<file path="src/dual_adc_regs_defines.svh">
`ifndef DUAL_ADC_REGS_DEFINES_SVH
`define DUAL_ADC_REGS_DEFINES_SVH

// Four-bit register addresses carried by the command byte.
`define ADDR_COMMAND_STATUS 4'h0
`define ADDR_MODE 4'h1
`define ADDR_MAIN_CTRL 4'h2
`define ADDR_AUX_CTRL 4'h3
`define ADDR_FILTER 4'h4
`define ADDR_MAIN_RESULT 4'h5
`define ADDR_AUX_RESULT 4'h6
`define ADDR_PORT_CTRL 4'h7
`define ADDR_MAIN_OFFSET 4'h8
`define ADDR_AUX_OFFSET 4'h9
`define ADDR_MAIN_GAIN 4'ha
`define ADDR_AUX_GAIN 4'hb
`define ADDR_TEST_ONE 4'hc
`define ADDR_TEST_TWO 4'hd
`define ADDR_UNDEFINED 4'he
`define ADDR_IDENT 4'hf

// Command byte fields.
`define CMD_WRITE_ENABLE_N_BIT 7
`define CMD_READ_BIT 6
`define CMD_ADDR_MSB 3
`define CMD_ADDR_LSB 0
`define CMD_LENGTH 5'd8

// Power-on values.
`define RST_MODE 8'h00
`define RST_MAIN_CTRL 8'h07
`define RST_AUX_CTRL 8'h01
`define RST_PORT_CTRL 16'h0000
`define RST_FILTER 8'h45
`define RST_MAIN_RESULT 24'h000000
`define RST_AUX_RESULT 16'h0000
`define RST_MAIN_OFFSET 24'h800000
`define RST_AUX_OFFSET 16'h8000
`define RST_TEST 16'h0000

// Bit of the port control word that always reads as zero.
`define PORT_CTRL_RESERVED_MASK 16'h2000

// Access lengths in serial clocks.
`define LEN_BYTE 5'd8
`define LEN_HALF 5'd16
`define LEN_FULL 5'd24

// Consecutive high data bits that put the whole bank back to power-on state.
`define ONES_RESET_COUNT 6'd32

// Number of main input channel pairs with their own coefficients.
`define MAIN_PAIR_COUNT 3

`endif

</file>
<file path="src/dual_adc_regs_pkg.sv">
package dual_adc_regs_pkg;

   typedef struct packed {
      logic mainConverterOn;
      logic resultLengthSelect;
      logic [1:0] mainPairSelect;
      logic mainUnipolar;
      logic [2:0] mainSpan;
   } main_ctrl_t;

   typedef struct packed {
      logic auxConverterOn;
      logic [2:0] auxInputSelect;
      logic auxUnipolar;
      logic [1:0] auxReserved;
      logic auxSpanSelect;
   } aux_ctrl_t;

   typedef struct packed {
      logic lowSideSwitchTwo;
      logic lowSideSwitchOne;
      logic portReserved;
      logic openSensorCurrent;
      logic excitationTwoPin;
      logic excitationOnePin;
      logic excitationTwoOn;
      logic excitationOneOn;
      logic portPin4Direction;
      logic portPin3Direction;
      logic portPin2Enable;
      logic portPin1Enable;
      logic [3:0] portPinData;
   } port_ctrl_t;

   typedef enum logic {
      PHASE_COMMAND,
      PHASE_DATA
   } link_phase_t;

   typedef struct packed {
      logic selected;
      logic rise;
      logic fall;
      logic dataBit;
   } serial_event_t;

   typedef struct packed {
      logic [2:0] stageOne;
      logic [2:0] stageTwo;
      logic clkPrev;
   } sampler_state_t;

   typedef struct packed {
      link_phase_t phase;
      logic [4:0] bitCount;
      logic [4:0] dataWidth;
      logic isRead;
      logic [3:0] addr;
      logic [23:0] inShift;
      logic [23:0] outShift;
      logic [5:0] onesCount;
      logic [7:0] mode;
      main_ctrl_t mainCtrl;
      aux_ctrl_t auxCtrl;
      port_ctrl_t portCtrl;
      logic [7:0] filterWord;
      logic [23:0] mainResult;
      logic [15:0] auxResult;
      logic [2:0][23:0] mainOffset;
      logic [2:0][23:0] mainGain;
      logic [15:0] auxOffset;
      logic [15:0] auxGain;
      logic [15:0] testOne;
      logic [15:0] testTwo;
      logic [23:0] mainOffsetSel;
      logic [23:0] mainGainSel;
      logic dout;
      logic doutOeN;
   } bank_state_t;

endpackage

</file>
<file path="src/serial_pin_sampler.sv">
`timescale 1ns/1ps
`include "dual_adc_regs_defines.svh"

// Brings the three serial pins into the ref_clk domain and marks clock edges.
module serial_pin_sampler
   import dual_adc_regs_pkg::*;
(
   input wire logic ref_clk,
   input wire logic reset_n,
   input wire logic chipSelectN,
   input wire logic serialClk,
   input wire logic serialDataIn,
   output serial_event_t events
);

   sampler_state_t s_q;
   sampler_state_t s_d;

   always_comb begin
      s_d = s_q;
      s_d.stageOne = {chipSelectN, serialClk, serialDataIn};
      s_d.stageTwo = s_q.stageOne;
      s_d.clkPrev = s_q.stageTwo[1];
   end

   always_ff @(posedge ref_clk or negedge reset_n) begin
      if (!reset_n) begin
         s_q <= '{stageOne: 3'h7, stageTwo: 3'h7, clkPrev: 1'b1};
      end else begin
         s_q <= s_d;
      end
   end

   // Edges are judged on the second stage only, never on the first.
   always_comb begin
      events.selected = ~s_q.stageTwo[2];
      events.rise = s_q.stageTwo[1] & ~s_q.clkPrev;
      events.fall = ~s_q.stageTwo[1] & s_q.clkPrev;
      events.dataBit = s_q.stageTwo[0];
   end

endmodule

</file>
<file path="src/dual_adc_register_bank.sv">
// Functional notes
// Main control byte, read/write, resets 07.
// Aux control byte, read/write, resets 01.
// Port control word, 16 bits, resets 0000.
// Filter word, read/write, resets 45.
// One filter word rates both converters.
// Main result read-only, 16 or 24 bits.
// Aux result read-only, 16 bits, resets 0000.
// Main offset coefficient 24 bits, resets 800000.
// Three main offsets, chosen by channel pair.
// Main gain coefficient, factory reset value.
// Three main gains, chosen by channel pair.
// Aux offset coefficient 16 bits, resets 8000.
// Aux gain 16 bits, factory low byte.
// Identification byte fixed, writes ignored.
// Host leaves test registers at zero.
// Each access starts with command byte.
// Four-bit address decodes the register map.
// Reset loads defaults and factory coefficients.
`timescale 1ns/1ps
`include "dual_adc_regs_defines.svh"

module dual_adc_register_bank
   import dual_adc_regs_pkg::*;
#(
   parameter logic [7:0] PART_IDENT = 8'h96, // Arbitrary identification value.
   parameter logic [23:0] MAIN_GAIN_FACTORY = 24'h500005,
   parameter logic [7:0] AUX_GAIN_FACTORY_LOW = 8'h00
)
(
   input wire logic ref_clk,
   input wire logic reset_n,
   input wire logic chipSelectN,
   input wire logic serialClk,
   input wire logic serialDataIn,
   output logic serialDataOut,
   output logic serialDataOutOeN,
   input wire logic [7:0] statusByte,
   input wire logic mainResultValid,
   input wire logic [23:0] mainResultIn,
   input wire logic auxResultValid,
   input wire logic [15:0] auxResultIn,
   output logic [7:0] modeWord,
   output main_ctrl_t mainCtrl,
   output aux_ctrl_t auxCtrl,
   output port_ctrl_t portCtrl,
   output logic [7:0] updateRateWord,
   output logic [23:0] mainOffsetActive,
   output logic [23:0] mainGainActive,
   output logic [15:0] auxOffset,
   output logic [15:0] auxGain,
   output logic [15:0] testOne,
   output logic [15:0] testTwo
);

   // The aux gain power-on upper byte is fixed; only the lower byte varies per part.
   localparam logic [7:0] AUX_GAIN_FIXED_HIGH = 8'h59;

   serial_event_t ev;
   bank_state_t s_q;
   bank_state_t s_d;

   serial_pin_sampler sampler (
      .ref_clk(ref_clk),
      .reset_n(reset_n),
      .chipSelectN(chipSelectN),
      .serialClk(serialClk),
      .serialDataIn(serialDataIn),
      .events(ev)
   );

   function automatic bank_state_t powerOnState();
      bank_state_t r;
      r = '0;
      r.phase = PHASE_COMMAND;
      r.doutOeN = 1'b1;
      r.mode = `RST_MODE;
      r.mainCtrl = `RST_MAIN_CTRL;
      r.auxCtrl = `RST_AUX_CTRL;
      r.portCtrl = `RST_PORT_CTRL;
      r.filterWord = `RST_FILTER;
      r.mainResult = `RST_MAIN_RESULT;
      r.auxResult = `RST_AUX_RESULT;
      for (int i = 0; i < `MAIN_PAIR_COUNT; i++) begin
         r.mainOffset[i] = `RST_MAIN_OFFSET;
         r.mainGain[i] = MAIN_GAIN_FACTORY;
      end
      r.auxOffset = `RST_AUX_OFFSET;
      r.auxGain = {AUX_GAIN_FIXED_HIGH, AUX_GAIN_FACTORY_LOW};
      r.testOne = `RST_TEST;
      r.testTwo = `RST_TEST;
      r.mainOffsetSel = `RST_MAIN_OFFSET;
      r.mainGainSel = MAIN_GAIN_FACTORY;
      return r;
   endfunction

   // Pair code 3 has no coefficient set of its own and shares the third one.
   function automatic logic [1:0] pairIndex(input logic [1:0] pair);
      return (pair == 2'd3) ? 2'd2 : pair;
   endfunction

   function automatic logic [4:0] regWidth(input logic [3:0] addr, input logic longResult);
      logic [4:0] w;
      w = `LEN_BYTE;
      case (addr)
         `ADDR_MAIN_RESULT: w = longResult ? `LEN_FULL : `LEN_HALF;
         `ADDR_AUX_RESULT: w = `LEN_HALF;
         `ADDR_PORT_CTRL: w = `LEN_HALF;
         `ADDR_MAIN_OFFSET: w = `LEN_FULL;
         `ADDR_MAIN_GAIN: w = `LEN_FULL;
         `ADDR_AUX_OFFSET: w = `LEN_HALF;
         `ADDR_AUX_GAIN: w = `LEN_HALF;
         `ADDR_TEST_ONE: w = `LEN_HALF;
         `ADDR_TEST_TWO: w = `LEN_HALF;
         default: w = `LEN_BYTE;
      endcase
      return w;
   endfunction

   // Readback value placed so that its first bit sits in bit 23.
   function automatic logic [23:0] readAligned(input bank_state_t st, input logic [3:0] addr,
                                               input logic [7:0] status);
      logic [23:0] v;
      logic [1:0] p;
      v = '0;
      p = pairIndex(st.mainCtrl.mainPairSelect);
      case (addr)
         `ADDR_COMMAND_STATUS: v = {status, 16'h0000};
         `ADDR_MODE: v = {st.mode, 16'h0000};
         `ADDR_MAIN_CTRL: v = {st.mainCtrl, 16'h0000};
         `ADDR_AUX_CTRL: v = {st.auxCtrl, 16'h0000};
         `ADDR_FILTER: v = {st.filterWord, 16'h0000};
         `ADDR_MAIN_RESULT: v = st.mainResult;
         `ADDR_AUX_RESULT: v = {st.auxResult, 8'h00};
         `ADDR_PORT_CTRL: v = {st.portCtrl, 8'h00};
         `ADDR_MAIN_OFFSET: v = st.mainOffset[p];
         `ADDR_MAIN_GAIN: v = st.mainGain[p];
         `ADDR_AUX_OFFSET: v = {st.auxOffset, 8'h00};
         `ADDR_AUX_GAIN: v = {st.auxGain, 8'h00};
         `ADDR_TEST_ONE: v = {st.testOne, 8'h00};
         `ADDR_TEST_TWO: v = {st.testTwo, 8'h00};
         `ADDR_IDENT: v = {PART_IDENT, 16'h0000};
         default: v = '0;
      endcase
      return v;
   endfunction

   // Stores a completed write; read-only and undefined addresses drop the data.
   function automatic bank_state_t commitWrite(input bank_state_t st, input logic [23:0] val);
      bank_state_t r;
      logic [1:0] p;
      r = st;
      p = pairIndex(st.mainCtrl.mainPairSelect);
      case (st.addr)
         `ADDR_MODE: r.mode = val[7:0];
         `ADDR_MAIN_CTRL: r.mainCtrl = val[7:0];
         `ADDR_AUX_CTRL: begin
            r.auxCtrl = val[7:0];
            r.auxCtrl.auxReserved = 2'b00;
         end
         `ADDR_FILTER: r.filterWord = val[7:0];
         `ADDR_PORT_CTRL: r.portCtrl = val[15:0] & ~`PORT_CTRL_RESERVED_MASK;
         `ADDR_MAIN_OFFSET: r.mainOffset[p] = val;
         `ADDR_MAIN_GAIN: r.mainGain[p] = val;
         `ADDR_AUX_OFFSET: r.auxOffset = val[15:0];
         `ADDR_AUX_GAIN: r.auxGain = val[15:0];
         `ADDR_TEST_ONE: r.testOne = val[15:0];
         `ADDR_TEST_TWO: r.testTwo = val[15:0];
         default: r = st;
      endcase
      return r;
   endfunction

   always_comb begin
      logic [7:0] cmd;
      logic [4:0] nextCount;
      cmd = '0;
      nextCount = s_q.bitCount + 5'd1;
      s_d = s_q;

      // Fresh conversion results overwrite the previous ones.
      if (mainResultValid) begin
         s_d.mainResult = mainResultIn;
      end
      if (auxResultValid) begin
         s_d.auxResult = auxResultIn;
      end

      if (ev.selected && ev.rise) begin
         s_d.onesCount = ev.dataBit ? s_q.onesCount + 6'd1 : 6'd0;
         if (ev.dataBit && (s_q.onesCount + 6'd1 == `ONES_RESET_COUNT)) begin
            // A long run of ones recovers a lost sequence by a full bank reset.
            s_d = powerOnState();
         end else begin
            case (s_q.phase)
               PHASE_COMMAND: begin
                  // A high first bit is not a command; the port keeps waiting.
                  if (!(s_q.bitCount == 5'd0 && ev.dataBit)) begin
                     s_d.inShift = {s_q.inShift[22:0], ev.dataBit};
                     s_d.bitCount = nextCount;
                     if (nextCount == `CMD_LENGTH) begin
                        cmd = {s_q.inShift[6:0], ev.dataBit};
                        s_d.bitCount = 5'd0;
                        s_d.isRead = cmd[`CMD_READ_BIT];
                        s_d.addr = cmd[`CMD_ADDR_MSB:`CMD_ADDR_LSB];
                        s_d.dataWidth = regWidth(cmd[`CMD_ADDR_MSB:`CMD_ADDR_LSB],
                                                 s_q.mainCtrl.resultLengthSelect);
                        s_d.outShift = readAligned(s_q, cmd[`CMD_ADDR_MSB:`CMD_ADDR_LSB],
                                                   statusByte);
                        // A write aimed at address zero is simply another command.
                        if (cmd[`CMD_READ_BIT] ||
                            cmd[`CMD_ADDR_MSB:`CMD_ADDR_LSB] != `ADDR_COMMAND_STATUS) begin
                           s_d.phase = PHASE_DATA;
                        end
                     end
                  end
               end
               PHASE_DATA: begin
                  s_d.inShift = {s_q.inShift[22:0], ev.dataBit};
                  s_d.bitCount = nextCount;
                  if (nextCount == s_q.dataWidth) begin
                     if (!s_q.isRead) begin
                        s_d = commitWrite(s_q, {s_q.inShift[22:0], ev.dataBit});
                        s_d.onesCount = ev.dataBit ? s_q.onesCount + 6'd1 : 6'd0;
                        if (mainResultValid) begin
                           s_d.mainResult = mainResultIn;
                        end
                        if (auxResultValid) begin
                           s_d.auxResult = auxResultIn;
                        end
                     end
                     s_d.bitCount = 5'd0;
                     s_d.phase = PHASE_COMMAND;
                  end
               end
               default: begin
                  s_d.phase = PHASE_COMMAND;
               end
            endcase
         end
      end

      // Read data moves on the falling serial clock so it is stable at the rise.
      if (ev.selected && ev.fall && s_q.phase == PHASE_DATA && s_q.isRead) begin
         s_d.outShift = {s_q.outShift[22:0], 1'b0};
      end

      // Coefficients for the selected channel pair are presented to the datapath.
      s_d.mainOffsetSel = s_d.mainOffset[pairIndex(s_d.mainCtrl.mainPairSelect)];
      s_d.mainGainSel = s_d.mainGain[pairIndex(s_d.mainCtrl.mainPairSelect)];
      s_d.dout = s_d.outShift[23];
      s_d.doutOeN = ~(ev.selected && s_d.phase == PHASE_DATA && s_d.isRead);
   end

   always_ff @(posedge ref_clk or negedge reset_n) begin
      if (!reset_n) begin
         s_q <= powerOnState();
      end else begin
         s_q <= s_d;
      end
   end

   always_comb begin
      serialDataOut = s_q.dout;
      serialDataOutOeN = s_q.doutOeN;
      modeWord = s_q.mode;
      mainCtrl = s_q.mainCtrl;
      auxCtrl = s_q.auxCtrl;
      portCtrl = s_q.portCtrl;
      updateRateWord = s_q.filterWord;
      mainOffsetActive = s_q.mainOffsetSel;
      mainGainActive = s_q.mainGainSel;
      auxOffset = s_q.auxOffset;
      auxGain = s_q.auxGain;
      testOne = s_q.testOne;
      testTwo = s_q.testTwo;
   end

endmodule

</file>
<file path="config.mk">
export PLATFORM = sky130hd
export DESIGN_NAME = dual_adc_register_bank
export DESIGN_NICKNAME = d
export VERILOG_FILES = /design/src/dual_adc_regs_pkg.sv /design/src/serial_pin_sampler.sv /design/src/dual_adc_register_bank.sv
export VERILOG_INCLUDE_DIRS = /design/src
export SDC_FILE = /design/constraint.sdc
export NUM_CORES = 1
export LEC_CHECK = 0
export BUFFER_PORTS_ARGS = -buffer_cell sky130_fd_sc_hd__buf_2
export CAP_MARGIN = 20
export CORE_MARGIN = 2
export CORE_UTILIZATION = 45
export CTS_BUF_LIST = sky130_fd_sc_hd__clkbuf_4 sky130_fd_sc_hd__clkbuf_8 sky130_fd_sc_hd__clkbuf_16
export DETAILED_ROUTE_END_ITERATION = 8
export PLACE_DENSITY_LB_ADDON = 0.12
export SYNTH_ARGS = -nofsm -noshare
export SYNTH_HDL_FRONTEND = slang
export SYNTH_SLANG_ARGS = --single-unit
</file>
<file path="constraint.sdc">
create_clock -name ref_clk -period 3.6 [get_ports ref_clk]
set_clock_uncertainty 0.05 [all_clocks]
set_input_delay 0.9 -clock ref_clk [delete_from_list [all_inputs] [get_ports ref_clk]]
set_output_delay 0.9 -clock ref_clk [all_outputs]
set_load 0.01 [all_outputs]
</file>
==> results.md, run 1 <==
* Status: finished clean
* NetSw at ~3300 uW
* MaxCap Viol Count at 0
* Clk pwr share at 44.3%
* Via count at 16602
* Combinational share of power at 13.0%
* Die boundary height at 220.9 um
* Dpl cells at 2624
* CTS Buf Count at 47
* Hold_buf cts at 0
* Post-Place Setup Slack at 0.03331 ns
* Largest net degree at the start of global routing at 88
* H-Tree Depth at 2
* DRC violations left at 0
* Die area at 48780 um^2
* CORE AREA at 46460 um^2
* RePlAce Congestion at 0.8998
* Post-synth EDFFs at 0
* Worst-Margin Slew at 1.145 ns
* Number of I/O pins at 217
* Final setup fails at 0
* Syn_area_per_cell at 10.36 um^2
* Worst-Skew Late Latency at 0.60 ns
* Post-Syn Area at approximately 21000 um^2
* Crit path max fanout at 49
* CTS Root Cell: clkbuf_16
* PwrDens at 495.8 nW/um^2
* Pleak at between 0.01 and 0.015 uW
* Max Clock Freq at approximately 0.28 GHz
* Rel. slew slack at a little under a quarter
* Yosys warns at 0
* Switch share at between 20 and 30%
* Die Width at 220.9 um
* Setup TNS at 0 ns
* Vias in the first global route at 16249
* Vias per cell at 6.124
* Non-Filler Instances at roughly 2700
* Final Slew Violations at 0
* Area Growth Syn to Fin at 11.89%
* First-pass GRT wire length at roughly 110000 um
* Grt ovf at 0
* Worst-path clk slew at 0.06 ns
* Sequential Power Share at 42.8%
* WL/cell at 26.59 um
* Cell Int Power at 8481 uW
* CTS resizes at 0
* Clock sinks at just over 400
* Critical Path RT at 4.03 ns
* DRT iter0 DRCs at between 1500 and 2000
* Max IR drop VDD at 0.0003605 V
* Startpoint types: flip-flop
* CTS max path bufs at 3
* Hold Fails Final Rpt at 0
* Initial antenna violation count at 2
* HPWL Detailed at about 49000 um
* Fraction of layout instances using a drive strength above 1 at between 20% and 30%
* RSZ-0062 raised after global routing: no
* Number of distinct library cells after synthesis at roughly 80
* Final worst setup slack at 0.08644 ns
* Async SR Flop Fraction at 100.0%
* Layout Nets at 2126
* Crit Path Class: reg2reg
* Tcrit/Tclk final at 97.60%
* Post-synthesis sequential area ratio at 49.31%
* Critical path data arrival time at slightly below 4 ns
* Fin crit period at between 3 and 4 ns
* CTS tree: yes
* Final ANT Viol Nets at 0
* Number of antenna repair diodes at 0
* Gr usage total at between 20% and 30%
* Initial DRT Pass Iterations at 6
* Initial core utilization at 45.56%
* Final wirelength at 72100 um
* Post-Synthesis Cells at 2043
* Synth Flop Type: dfrtp_1
* Row count at 79
* IO buf count at 213
* CP Capture Type: flip-flop
* HP Class: in2async
* Yosys reg bits at 415
## metrics by stage
step / util (%) / power, uW / instance area, um^2 / hold slack [ns]
after global routing: 50.98 / 12140 / 23680 / 0.2292
final: 50.98 / 11740 / 23680 / 0.2055
after global placement: 47.31 / 6544 / 21980 / 0.2961
after floorplan: - / 5874 / 21170 / 0.2952
after CTS: 50.96 / 11770 / 23670 / 0.2479
after detailed placement: 47.33 / 6564 / 21990 / 0.2968
## area by class of cell
class                           instances  area, um^2
Clock buffer                           74        1476
Sequential cell                       415       10440
Multi-Input combinational cell       1252        8706
Inverter                               46       172.7
Tap cell                              607       759.5
Timing Repair Buffer                  305        1917
Fill cell                            4271       22780
Clock inverter                         12       210.2
## cell families (layout without fill, tap and decap cells)
| logic type | after synthesis | count (layout) | share of synthesized area [%] |
|---|---|---|---|
| XOR/XNOR | 6 | 6 | 0.3192 |
| flip-flops | 415 | 415 | 49.31 |
| adder cells (fa/ha/maj) | 4 | 4 | 0.2365 |
| other | 1 | 3 | 0.01772 |
| buffers and inverters | 379 | 437 | 9.991 |
| multiplexers | 230 | 230 | 11.39 |
| AND/OR/NAND/NOR | 462 | 462 | 9.784 |
| AO/OA/AOI/OAI | 546 | 547 | 18.95 |
## final timing paths
path / startpoint / end / slack [ns] / cells after the start
min in group ref_clk: sampler.s_d[1] / sampler.events[0] / 0.30 / 0
setup reg to reg: s_q[346] / mainOffsetActive[0] / 0.09 / 9
max in group asynchronous: reset_n / mainCtrl[4] / 2.29 / 2
hold / removal: reset_n / testOne[6] / 0.21 / 1
setup / recovery: s_q[346] / mainOffsetActive[0] / 0.09 / 9
hold reg to reg: sampler.s_d[1] / sampler.events[0] / 0.30 / 0
## registers in the layout, summed over array words and instances (netlist names)
name	count
auxCtrl	6
auxGain	16
auxOffset	16
mainCtrl	8
mainGainActive	24
mainOffsetActive	24
modeWord	8
portCtrl	15
s_q	250
sampler.events	1
sampler.s_d	4
sampler.s_q	2
serialDataOutOeN	1
testOne	16
testTwo	16
updateRateWord	8
## synthesized netlist by cell type, drive strengths merged (28+ instances only)
master / instances / share of area (%)
dfstp: 40 / 5.0
dfrtp: 375 / 44
a22oi: 65 / 2.3
nand2: 214 / 3.8
a221oi: 28 / 1.2
a22o: 123 / 5.1
inv: 46 / 0.82
mux2: 77 / 4.1
nor2: 131 / 2.3
buf: 208 / 7.0
o21ai: 152 / 3.6
clkbuf: 125 / 2.2
mux2i: 152 / 7.2
a21oi: 31 / 0.73
## power groups by stage
| stage | Sequential, uW | Combinational [uW] | Clock (uW) |
|---|---|---|---|
| final | 5020 | 1520 | 5200 |
| after global routing | 5030 | 1620 | 5490 |
| after CTS | 5010 | 1480 | 5280 |
| after detailed placement | 5090 | 1470 | 0 |
| after global placement | 5090 | 1460 | 0 |
| after floorplan | 4970 | 906 | 0 |
## critical path, cell delays in order, from the launching register on
cell	delay (ns)
dfrtp_1	0.47
nand4_1	0.22
or3_4	0.42
a211o_1	0.38
buf_4	0.27
o211a_1	0.28
a211oi_4	0.26
buf_12	0.35
mux2_2	0.38
mux2_2	0.26
## per-layer routing
layer	track usage [%]	share of wire [%]	vias up
met5	0	0	-
met4	8.162	2.9	0
met3	4.169	6.5	121
met2	45.34	47	719
met1	41.55	44	8512
li1	-	-	7250
## cells in the final DEF (no fill, tap or decap), types with 6 or more instances in the layout
cell / netlist / final
a222oi_1: 11 / 11
nand2b_1: 6 / 6
nor3_1: 16 / 15
a221oi_1: 28 / 28
dfrtp_1: 375 / 373
a211oi_1: 23 / 23
mux2_1: 7 / 7
nand2_1: 214 / 214
inv_1: 46 / 46
clkbuf_8: 0 / 10
o21ai_0: 147 / 145
nand4_1: 14 / 14
dfstp_2: 40 / 40
a21oi_1: 31 / 30
clkbuf_4: 0 / 15
nand3_1: 12 / 12
nor4_1: 6 / 6
a22oi_1: 65 / 65
buf_4: 164 / 80
buf_12: 0 / 12
a22o_1: 123 / 123
buf_2: 25 / 212
a211o_1: 25 / 25
nor2b_1: 10 / 10
o22a_1: 7 / 7
o211a_1: 24 / 24
mux2_2: 70 / 70
clkbuf_16: 0 / 49
and2_1: 8 / 8
mux2i_1: 152 / 152
a31oi_1: 11 / 8
nor2_1: 130 / 130
and3_1: 13 / 13
## timing repair
| action | in CTS | in global routing |
|---|---|---|
| setup endpoints to repair | 0 | 14 |
| endpoints found under the hold margin | 0 | 0 |
| buffers inserted | 0 | 0 |
No activity file was read; power rests on OpenSTA's default activity.
==> run 2: changes to the inputs <==
CELL_PAD_IN_SITES_DETAIL_PLACEMENT = 1   (was default)
CELL_PAD_IN_SITES_GLOBAL_PLACEMENT = 2   (was default)
CORE_UTILIZATION = 39   (was 45)
==> run 2 against run 1 <==
  * Critical path depth down 1
  * Via count up 0.21%
  * Register-to-register slack better by 0.23 ns
  * Flip-flop and latch count unchanged
  * Highest routed layer is now met5
==> results.md, run 2 (synthesis gave the netlist of run 1 again) <==
* Critical path data arrival time at 3.69 ns (-0.25 ns)
* Final ANT Viol Nets at 0 (unchanged)
* Cell Int Power at 8330 uW (-1.8%)
* Initial core utilization at 39.41% (-6.2 points)
* Largest delay contributor family on the critical path: multiplexers
* CTS resizes at 0 (unchanged)
* Number of I/O pins at 217 (unchanged)
* Critical Path RT at 4.01 ns (-0.02 ns)
* Clock sinks at 415 (unchanged)
* Vias in the first global route at 17114 (+5.3%)
* Worst-Margin Slew at 0.9525 ns (-0.1927 ns)
* Worst-Skew Late Latency at 0.59 ns (about the same)
* Status: finished clean
* Hold WS at 0.2644 ns (+0.05888 ns)
* Worst-path clk slew at 0.06 ns (about the same)
* Final setup fails at 0 (unchanged)
* Commonest non-fill, non-tap cell in the layout: dfrtp_1
* CP Capture Type: flip-flop
* Row count at 85 (+7.6%)
* Tcrit/Tclk final at 91.08% (-6.5 points)
* Reg2Reg Setup Slack at 0.32 ns (+0.23 ns)
* Layout Nets at 2137 (+0.52%)
* CTS Root Cell: clkbuf_16
* Fin util at 44.36% (-6.6 points)
* Max reg flops at 250 (unchanged)
* CTS Buf Count at 50 (+6.4%)
* Die area at 56150 um^2 (+15%)
* Vias per cell at 5.923 (-3.3%)
* Hold Fails Final Rpt at 0 (unchanged)
* CTS tree: yes
* Worst R2R Start: s_q[413]
* Pwr Total at 11670 uW (-0.56%)
* IO buf count at 213 (unchanged)
* FF-to-FF End: mainOffsetActive[6]
* WL/cell at 28.40 um (+6.8%)
* H-Tree Depth at 2 (unchanged)
* Sequential Power Share at 43.5% (+0.7 points)
* Fraction of layout instances using a drive strength above 1 at 25.65% (+0.41 points)
* Die Width at 237.0 um (+7.3%)
* Startpoint types: flip-flop
* Gr usage total at 28.20% (-0.61 points)
* Most frequent cells in the layout: dfrtp_1 (373), nand2_1 (214), buf_2 (212)
* Clk pwr share at 43.5% (-0.8 points)
* Max IR drop VDD at 0.0003431 V (-4.8%)
* Buf/Inv on CP at 2 (unchanged)
* Final Slew Violations at 0 (unchanged)
* HPWL Detailed at 55230 um (+13%)
* Initial DRT Pass Iterations at 6 (unchanged)
* Pleak at 0.01175 uW (+0.27%)
* Hold_buf cts at 0 (unchanged)
* MaxCap Viol Count at 0 (unchanged)
* NetSw at 3344 uW (+2.6%)
* CORE AREA at 53710 um^2 (+16%)
* Final wirelength at 79780 um (+11%)
* Via count at 16637 (+0.21%)
* RePlAce Congestion at 0.8717 (-3.1%)
* PwrDens at 490.0 nW/um^2 (-1.2%)
* Initial antenna violation count at 2 (unchanged)
* Crit path max fanout at 38 (-22%)
* Area Growth Syn to Fin at 12.58%
* HP Class: in2async
* Slowest cell delay on critical path at 0.55 ns (+0.08 ns)
* Die boundary height at 237.0 um (+7.3%)
* Crit Path Class: reg2reg
* Rel. slew slack at 36.50% (+14 points)
* Crit path cell chain: xor3_1 > buf_4 > nand4b_1 > o211a_1 > a211oi_4 > buf_12 > mux2_2 > mux2_2
* DRT iter0 DRCs at 1413 (-25%)
* Combinational share of power at 13.0% (about the same)
* Most used cell, CP: mux2_2
* Largest Register: s_q
* Largest net degree at the start of global routing at 105 (+19%)
* Number of antenna repair diodes at 0 (unchanged)
* Fin crit period at 3.279 ns (-0.2346 ns)
* Setup bufs post-CTS at 0 (unchanged)
* Switch share at 28.65% (+0.89 points)
* RSZ-0062 raised after global routing: no
* CTS max path bufs at 3 (unchanged)
* First-pass GRT wire length at 118100 um (+9.9%)
* DRC violations left at 0 (unchanged)
* FF-to-FF path depth at 8 (-1)
* Grt ovf at 0 (unchanged)
* Worst path slowest cell: xor3_1
* Setup TNS at 0 ns (unchanged)
* Max Clock Freq at 0.3050 GHz (+7.2%)
[run 2: layer usage]
metal	vias to the layer above	global-route usage [%]	wire length, um
li1	7260	-	-
met3	125	4.034	3914
met2	521	45.06	37350
met1	8729	39.39	36060
met5	-	0	13
met4	2	9.359	2432
[run 2: per-stage QoR]
step,worst slack [ns],std cells,area [um^2]
6_report,0.3211,2809,23830
5_1_grt,0.1624,2809,23830
4_1_cts,0.07765,2808,23810
3_5_place_dp,0.1278,2721,22170
3_3_place_gp,0.1199,2721,22170
2_1_floorplan,0.6906,2045,21170
[run 2: final cells by class]
class	count	area, um^2
sequential	415	10440
clock buffer	78	1567
inverter	46	172.7
timing repair buffer	314	1992
tap	696	870.8
clock inverter	9	77.57
fill	5848	29880
multi-input combinational	1251	8705
[run 2: worst max-delay path by stage]
| stage | start | endpoint | slack, ns | cells past startpoint |
|---|---|---|---|---|
| floorplan | s_q[346] | mainOffsetActive[0] | 0.69 | 10 |
| global placement | s_q[413] | mainOffsetActive[6] | 0.12 | 8 |
| detailed placement | s_q[413] | mainOffsetActive[0] | 0.13 | 8 |
| CTS | s_q[413] | mainOffsetActive[6] | 0.08 | 8 |
| global route | s_q[346] | auxGain[7] | 0.16 | 10 |
| finish | s_q[413] | mainOffsetActive[6] | 0.32 | 8 |
[run 2: power by group through the flow]
stage          Clock [uW]  Combinational, uW  Sequential, uW
3_5_place_dp            0               1490            5150
4_1_cts              5180               1490            5070
2_1_floorplan           0                906            4970
6_report             5080               1520            5080
3_3_place_gp            0               1470            5150
5_1_grt              5390               1620            5090
